`src/shared/lps_consts.svh`:
```
// Purpose: Constants for the linear pixel scan sequencer
// Assumes: One system clock at 250 MHz
// Notes:   Counts are in sensor clock edges unless named otherwise
`ifndef LPS_CONSTS_SVH
`define LPS_CONSTS_SVH
`define LPS_PIXELS        128
`define LPS_SETUP_CLKS    18
`define LPS_RESET_CLKS    17
`define LPS_RELEASE_CLK   19
`define LPS_CNT_W         8
`endif

```
`src/shared/lps_pkg.sv`:
```
// Purpose: Types for the linear pixel scan sequencer
// Assumes: Nothing beyond the constants header
// Notes:   Phase of the scan cycle
package lps_pkg;
   typedef enum logic [1:0] {
      LPS_IDLE,
      LPS_SETUP,
      LPS_READOUT
   } lps_phase_t;
endpackage
```
`src/core/lps_sequencer.sv`:
```
// Purpose: Scan and integration sequencing of a linear pixel array
// Assumes: Sensor clock, start and hold arrive as pins, sampled at 250 MHz
// Notes:   Analog switches are modelled as control bits, per pixel only for the sample holds
`timescale 1ns/1ps
`include "lps_consts.svh"
module lps_sequencer #(
   parameter int PIXELS = `LPS_PIXELS
) (
   input  wire logic                  clk,
   input  wire logic                  rst_b,
   input  wire logic                  sensorClk,
   input  wire logic                  scanStart,
   input  wire logic                  holdIn,
   output logic                       pixelValid,
   output logic [`LPS_CNT_W-1:0]      pixelIndex,
   output logic                       analogPixelOutputEn,
   output logic                       integratorResetSwitch,
   output logic [PIXELS-1:0]          sampleCapacitorHold,
   output logic                       endOfScan
);
   // ****************************************************
   // Input capture
   // ****************************************************
   logic                  sClkS;
   logic                  startS;
   logic                  holdS;
   logic                  sClkPrev_q;
   logic                  edgeRise;
   logic [`LPS_CNT_W-1:0] clkCnt_q;
   lps_pkg::lps_phase_t   phase_q;

   lps_sync #(.W(3)) uSync (
      .clk   (clk),
      .rst_b (rst_b),
      .din   ({sensorClk, scanStart, holdIn}),
      .dout  ({sClkS, startS, holdS})
   );

   // Rising edge detect on synchronised sensor clock
   always_ff @(posedge clk or negedge rst_b) begin
      if (!rst_b) begin
         sClkPrev_q <= 1'b0;
      end else begin
         sClkPrev_q <= sClkS;
      end
   end
   assign edgeRise = sClkS & ~sClkPrev_q;

   // Count sensor clocks since start; start counts as clock 1
   function automatic logic [`LPS_CNT_W-1:0] incSat(
      input logic [`LPS_CNT_W-1:0] v);
      incSat = (v == 8'hff) ? v : v + 8'h01;
   endfunction

   // ****************************************************
   // Sequencing
   // ****************************************************
   // Clock counter and phase
   always_ff @(posedge clk or negedge rst_b) begin
      if (!rst_b) begin
         clkCnt_q <= 8'h00;
         phase_q  <= lps_pkg::LPS_IDLE;
      end else if (edgeRise) begin
         if (startS) begin
            clkCnt_q <= 8'h01;
            phase_q  <= lps_pkg::LPS_SETUP;
         end else if (phase_q != lps_pkg::LPS_IDLE) begin
            clkCnt_q <= incSat(clkCnt_q);
            if (clkCnt_q + 8'h01 == 8'(`LPS_RELEASE_CLK))
               phase_q <= lps_pkg::LPS_READOUT;
            else if (clkCnt_q + 8'h01 == 8'(PIXELS + 1))
               phase_q <= lps_pkg::LPS_IDLE;
         end
      end
   end

   // Integrator reset: from start through clock 18
   always_ff @(posedge clk or negedge rst_b) begin
      if (!rst_b) begin
         integratorResetSwitch <= 1'b0;
      end else if (edgeRise) begin
         if (startS)
            integratorResetSwitch <= 1'b1;
         else if (clkCnt_q + 8'h01 == 8'(`LPS_RELEASE_CLK))
            integratorResetSwitch <= 1'b0;
      end
   end

   // Per-pixel sample hold: all frozen at start, released per slot
   always_ff @(posedge clk or negedge rst_b) begin
      if (!rst_b) begin
         sampleCapacitorHold <= '0;
      end else if (edgeRise) begin
         // Hold pin ends integration; tied to start on a single die
         if (startS || holdS) begin
            sampleCapacitorHold <= '1;
         end else begin
            for (int i = 0; i < PIXELS; i++) begin
               // Pixel i+1 resumes at clock max(19, i+2)
               if (clkCnt_q + 8'h01 == 8'(`LPS_RELEASE_CLK) &&
                   i < `LPS_SETUP_CLKS)
                  sampleCapacitorHold[i] <= 1'b0;
               else if (i >= `LPS_SETUP_CLKS &&
                        clkCnt_q + 8'h01 == 8'(i + 2))
                  sampleCapacitorHold[i] <= 1'b0;
            end
         end
      end
   end

   // Output slot: pixel k stands from clock k to clock k+1
   always_ff @(posedge clk or negedge rst_b) begin
      if (!rst_b) begin
         pixelValid          <= 1'b0;
         pixelIndex          <= 8'h00;
         analogPixelOutputEn <= 1'b0;
         endOfScan           <= 1'b0;
      end else begin
         endOfScan <= 1'b0;
         if (edgeRise) begin
            if (startS) begin
               pixelValid          <= 1'b1;
               pixelIndex          <= 8'h01;
               analogPixelOutputEn <= 1'b1;
            end else if (phase_q != lps_pkg::LPS_IDLE) begin
               if (clkCnt_q == 8'(PIXELS)) begin
                  pixelValid          <= 1'b0;
                  analogPixelOutputEn <= 1'b0;
                  pixelIndex          <= 8'h00;
                  endOfScan           <= 1'b1;
               end else begin
                  pixelIndex <= clkCnt_q + 8'h01;
               end
            end
         end
      end
   end
endmodule

```
`src/core/lps_sync.sv`:
```
// Purpose: Two flip-flop synchroniser for pin inputs
// Assumes: Asynchronous active-low reset
// Notes:   First stage feeds only the second stage
`timescale 1ns/1ps
module lps_sync #(
   parameter int W = 1
) (
   input  wire logic         clk,
   input  wire logic         rst_b,
   input  wire logic [W-1:0] din,
   output logic      [W-1:0] dout
);
   logic [W-1:0] meta_q;

   // Two stage capture
   always_ff @(posedge clk or negedge rst_b) begin
      if (!rst_b) begin
         meta_q <= '0;
         dout   <= '0;
      end else begin
         meta_q <= din;
         dout   <= meta_q;
      end
   end
endmodule

```
`config.mk`:
```
export PLATFORM = sky130hd
export DESIGN_NAME = lps_sequencer
export DESIGN_NICKNAME = d
export VERILOG_FILES = /design/src/shared/lps_pkg.sv /design/src/core/lps_sequencer.sv /design/src/core/lps_sync.sv
export VERILOG_INCLUDE_DIRS = /design/src /design/src/shared
export SDC_FILE = /design/constraint.sdc
export NUM_CORES = 1
export LEC_CHECK = 0
export BUFFER_PORTS_ARGS = -buffer_cell sky130_fd_sc_hd__buf_2
export CORE_ASPECT_RATIO = 0.9
export CORE_MARGIN = 5
export CORE_UTILIZATION = 40
export CTS_CLUSTER_DIAMETER = 100
export CTS_CLUSTER_SIZE = 14
export DETAILED_ROUTE_END_ITERATION = 7
export PLACE_DENSITY = 0.64
export SKIP_CTS_REPAIR_TIMING = 1
export SYNTH_ARGS = -nofsm -noshare
export SYNTH_HDL_FRONTEND = slang
export SYNTH_SLANG_ARGS = --single-unit
```
`constraint.sdc`:
```
create_clock -name clk -period 2.1 [get_ports clk]
set_input_delay 0.105 -clock clk [delete_from_list [all_inputs] [get_ports clk]]
set_output_delay 0.105 -clock clk [all_outputs]
set_load 0.005 [all_outputs]
```
==> impl_results.md <==
* Capturing point of the worst reg2reg path: sampleCapacitorHold[107]
* Setup crit end kind: flop
* Hold Slack at ~0.24 ns
* Vias in the first global route at 5376
* Die height at ~130 um
* Max Root-Sink Buffers at 2
* GPL Wtd Cong at around 0.88
* Layout cell share with drive strength beyond 1 at between 30% and 40%
* ANT nets after route at 0
* Sw Pwr at 1.849 mW
* Pre-CTS WS at -0.1240 ns
* CTS Buf Count at 17
* Cell Pwr Density at ~870 nW/um2
* Row cnt at between 40 and 50
* YS warnings at 0
* CTS clock-pin slew for the worst setup and hold paths at around 0.06 ns
* Flops & latches, synth at about 140
* Vias after detailed routing at 5287
* Layout area overhead at 36.86%
* Cells after Synth at around 570
* GRT overflow at 0
* Clock Tree Root: clkbuf_16
* GRT Total Usage at a little under a quarter
* Die Wd at 138.3 um
* Mean Syn Cell Area at between 10 and 15 um2
* Sequential share of power at roughly two fifths
* IO buf count at ~140
* RSZ-0062 raised after global routing: true
* Vias per Instance at ~5.6
* Outcome: complete, no violations
* I/O pin cnt at approximately 150
* Core Area at about 15000 um2
* Placed cells at between 900 and 1000
* Die Footprint at 17360 um2
* Post-synth net total at between 500 and 600
* # H-tree levels at 4
* Combinational share of power at about 14%
* F_max at between 400 and 500 MHz
* Relative slew slack at between 50% and 60%
* Detailed Routing Iterations Pass 1 at 6
* Leading cell types in the layout, fill and taps excluded: buf_2, dfrtp_1, nand2_1
* Crit share post-route at about 100%
* Routed WL per cell at roughly 21 um
* Iteration-0 DRC Markers at 374
* Final setup vio count at 0
* Slack of the worst reg-to-reg path at approximately 0.0071 ns
* Final Non-Filler Cells at ~950
* Worst path arrival time at 2.36 ns
* Distinct cells, synth at 47
* Clk_skew at between 0.009 and 0.01 ns
* Final wirelength at 19.60 mm
* Largest net degree at the start of global routing at 67
* Initial core utilization at 40.59%
* Final Slew Violations at 0
* Synth async-reset ratio at 100.0%
* Top FF cell, synth: dfrtp_1
* Net Sw Frac at between 20% and 30%
* Worst r2r src: clkCnt_q[1]
* Clk_lat worst skew at 0.43 ns
* CTS Sinks at 139
* Seq/Total Area, Yosys at 58.66%
* CP Data Required Time at between 2 and 2.5 ns
* Total internal power at around 5.2 mW
* Post-synth EDFFs at 0
* Clk pwr share at between 40% and 50%
* Max Cap Viol at 0
* Fin. Hold Viols at 0
* Initial antenna violation count at 0
* Worst Tran Pin Value at 0.7080 ns
* Most common cell after layout, fill and taps aside: buf_2
* Leak at around 3 nW
* Worst hold path class: input pin to asynchronous set/reset pin
* N_diodes at 0
* Worst VDD drop at roughly 0.52 mV
* Detailed placer's ending HPWL at approximately 14 mm
* CTS tree: yes
* Worst setup margin at between 0.007 and 0.008 ns
* Syn Std Cell Area at about 5900 um2
* Type of origin of the critical path: flop
* Start-to-end type of the worst setup path: flop to flop
* First-pass GRT wire length at between 30 and 40 mm
* Final min period at between 2 and 2.5 ns
* Nets@finish at between 700 and 800
* Crit-path max FO at 32
* Drc violations at 0
* Worst reg2reg path depth at 7
[sequential cells by signal (all words and copies together), names as in the netlist]
signal,cells
clkCnt_q,8
analogPixelOutputEn,1
uSync.meta_q,3
pixelIndex,8
sampleCapacitorHold,111
sClkPrev_q,1
phase_q,2
uSync.dout,3
endOfScan,1
integratorResetSwitch,1
[worst max path at each step]
stage,end,start,slack (ns),cells past startpoint
6_report,sampleCapacitorHold[107],clkCnt_q[1],0.007,7
5_1_grt,sampleCapacitorHold[107],clkCnt_q[1],-0.07,7
4_1_cts,clkCnt_q[0],clkCnt_q[0],-0.15,8
3_5_place_dp,sampleCapacitorHold[68],clkCnt_q[0],-0.12,7
3_3_place_gp,clkCnt_q[0],clkCnt_q[0],-0.14,8
2_1_floorplan,sampleCapacitorHold[103],clkCnt_q[0],0.08,7
[per-stage QoR]
stage | setup TNS [ns] | utilization, % | cell area (um2) | power [mW]
2_1_floorplan | 0 | - | 5929 | 3.231
3_3_place_gp | -1.621 | 49.19 | 7186 | 3.647
3_5_place_dp | -2.650 | 49.19 | 7186 | 3.658
4_1_cts | -4.418 | 53.62 | 7834 | 6.973
5_1_grt | -0.6718 | 55.55 | 8115 | 7.330
6_report | 0 | 55.55 | 8115 | 7.084
[synth_stat cells (2+ instances only)]
| cell | n | area, um2 |
|---|---|---|
| and2_1 | 4 | 25.02 |
| inv_1 | 8 | 30.03 |
| nand4_1 | 4 | 25.02 |
| or2_2 | 4 | 25.02 |
| buf_6 | 4 | 45.04 |
| a211oi_1 | 2 | 15.01 |
| xor2_1 | 2 | 17.52 |
| nand2_1 | 116 | 435.4 |
| o22a_1 | 16 | 140.1 |
| o2111ai_1 | 2 | 17.52 |
| dfrtp_1 | 139 | 3478 |
| nor2b_1 | 5 | 31.28 |
| o211ai_1 | 4 | 30.03 |
| o21ai_0 | 40 | 200.2 |
| a21o_1 | 5 | 37.54 |
| o31ai_1 | 74 | 555.5 |
| nand3_1 | 17 | 85.08 |
| nor3_1 | 6 | 30.03 |
| and3b_1 | 2 | 17.52 |
| and3_1 | 2 | 12.51 |
| a21oi_1 | 6 | 30.03 |
| or3_1 | 5 | 31.28 |
| clkbuf_1 | 35 | 131.4 |
| a221o_1 | 2 | 20.02 |
| buf_4 | 18 | 135.1 |
| ha_1 | 5 | 62.56 |
| xnor2_1 | 3 | 26.28 |
| nand2b_1 | 4 | 25.02 |
| nor2_1 | 15 | 56.30 |
| buf_2 | 3 | 15.01 |
[per-layer routing]
layer | global-route usage (%) | up-vias | wire length [um] | share of wire (%)
met5 | 0 | - | 0 | 0
met4 | 8.948 | 0 | 509 | 2.6
met3 | 6.835 | 46 | 1574 | 8.0
met2 | 34.07 | 248 | 9020 | 46
met1 | 31.19 | 2652 | 8494 | 43
li1 | - | 2341 | - | -
[worst max-delay path, stage by stage, from the launching register on]
cell and delay (ns):
dfrtp_2 0.41, ha_4 0.17, nand2_1 0.07, or3_4 0.38, a221o_1 0.37, buf_12 0.18, o31ai_2 0.25, nand2_1 0.09
[cell families after synthesis]
group                      share of synthesized area [%]
AOI/OAI and AO/OA                                  19.10
xor gates and xnor gates                          0.7387
adders and majority gates                          1.055
buffers and inverters                              6.098
DFF                                                58.66
and+or+nand+nor                                    14.35
[area by class of cell]
type	count	area (um2)
repair buffers	210	1373
inverters	8	30.03
clock buffers	19	432.9
flip-flops and latches	139	3481
fillers	1319	6494
clock inverters	13	215.2
multi-input cells	361	2336
well taps	198	247.7
[power groups by stage]
| stage | registers, mW | clock network [mW] | logic [mW] |
|---|---|---|---|
| 6_report | 2.80 | 3.31 | 0.975 |
| 5_1_grt | 2.81 | 3.47 | 1.05 |
| 4_1_cts | 2.79 | 3.36 | 0.823 |
| 3_5_place_dp | 2.84 | 0 | 0.818 |
| 3_3_place_gp | 2.84 | 0 | 0.810 |
| 2_1_floorplan | 2.83 | 0 | 0.400 |
No activity file was read; power rests on OpenSTA's default activity.
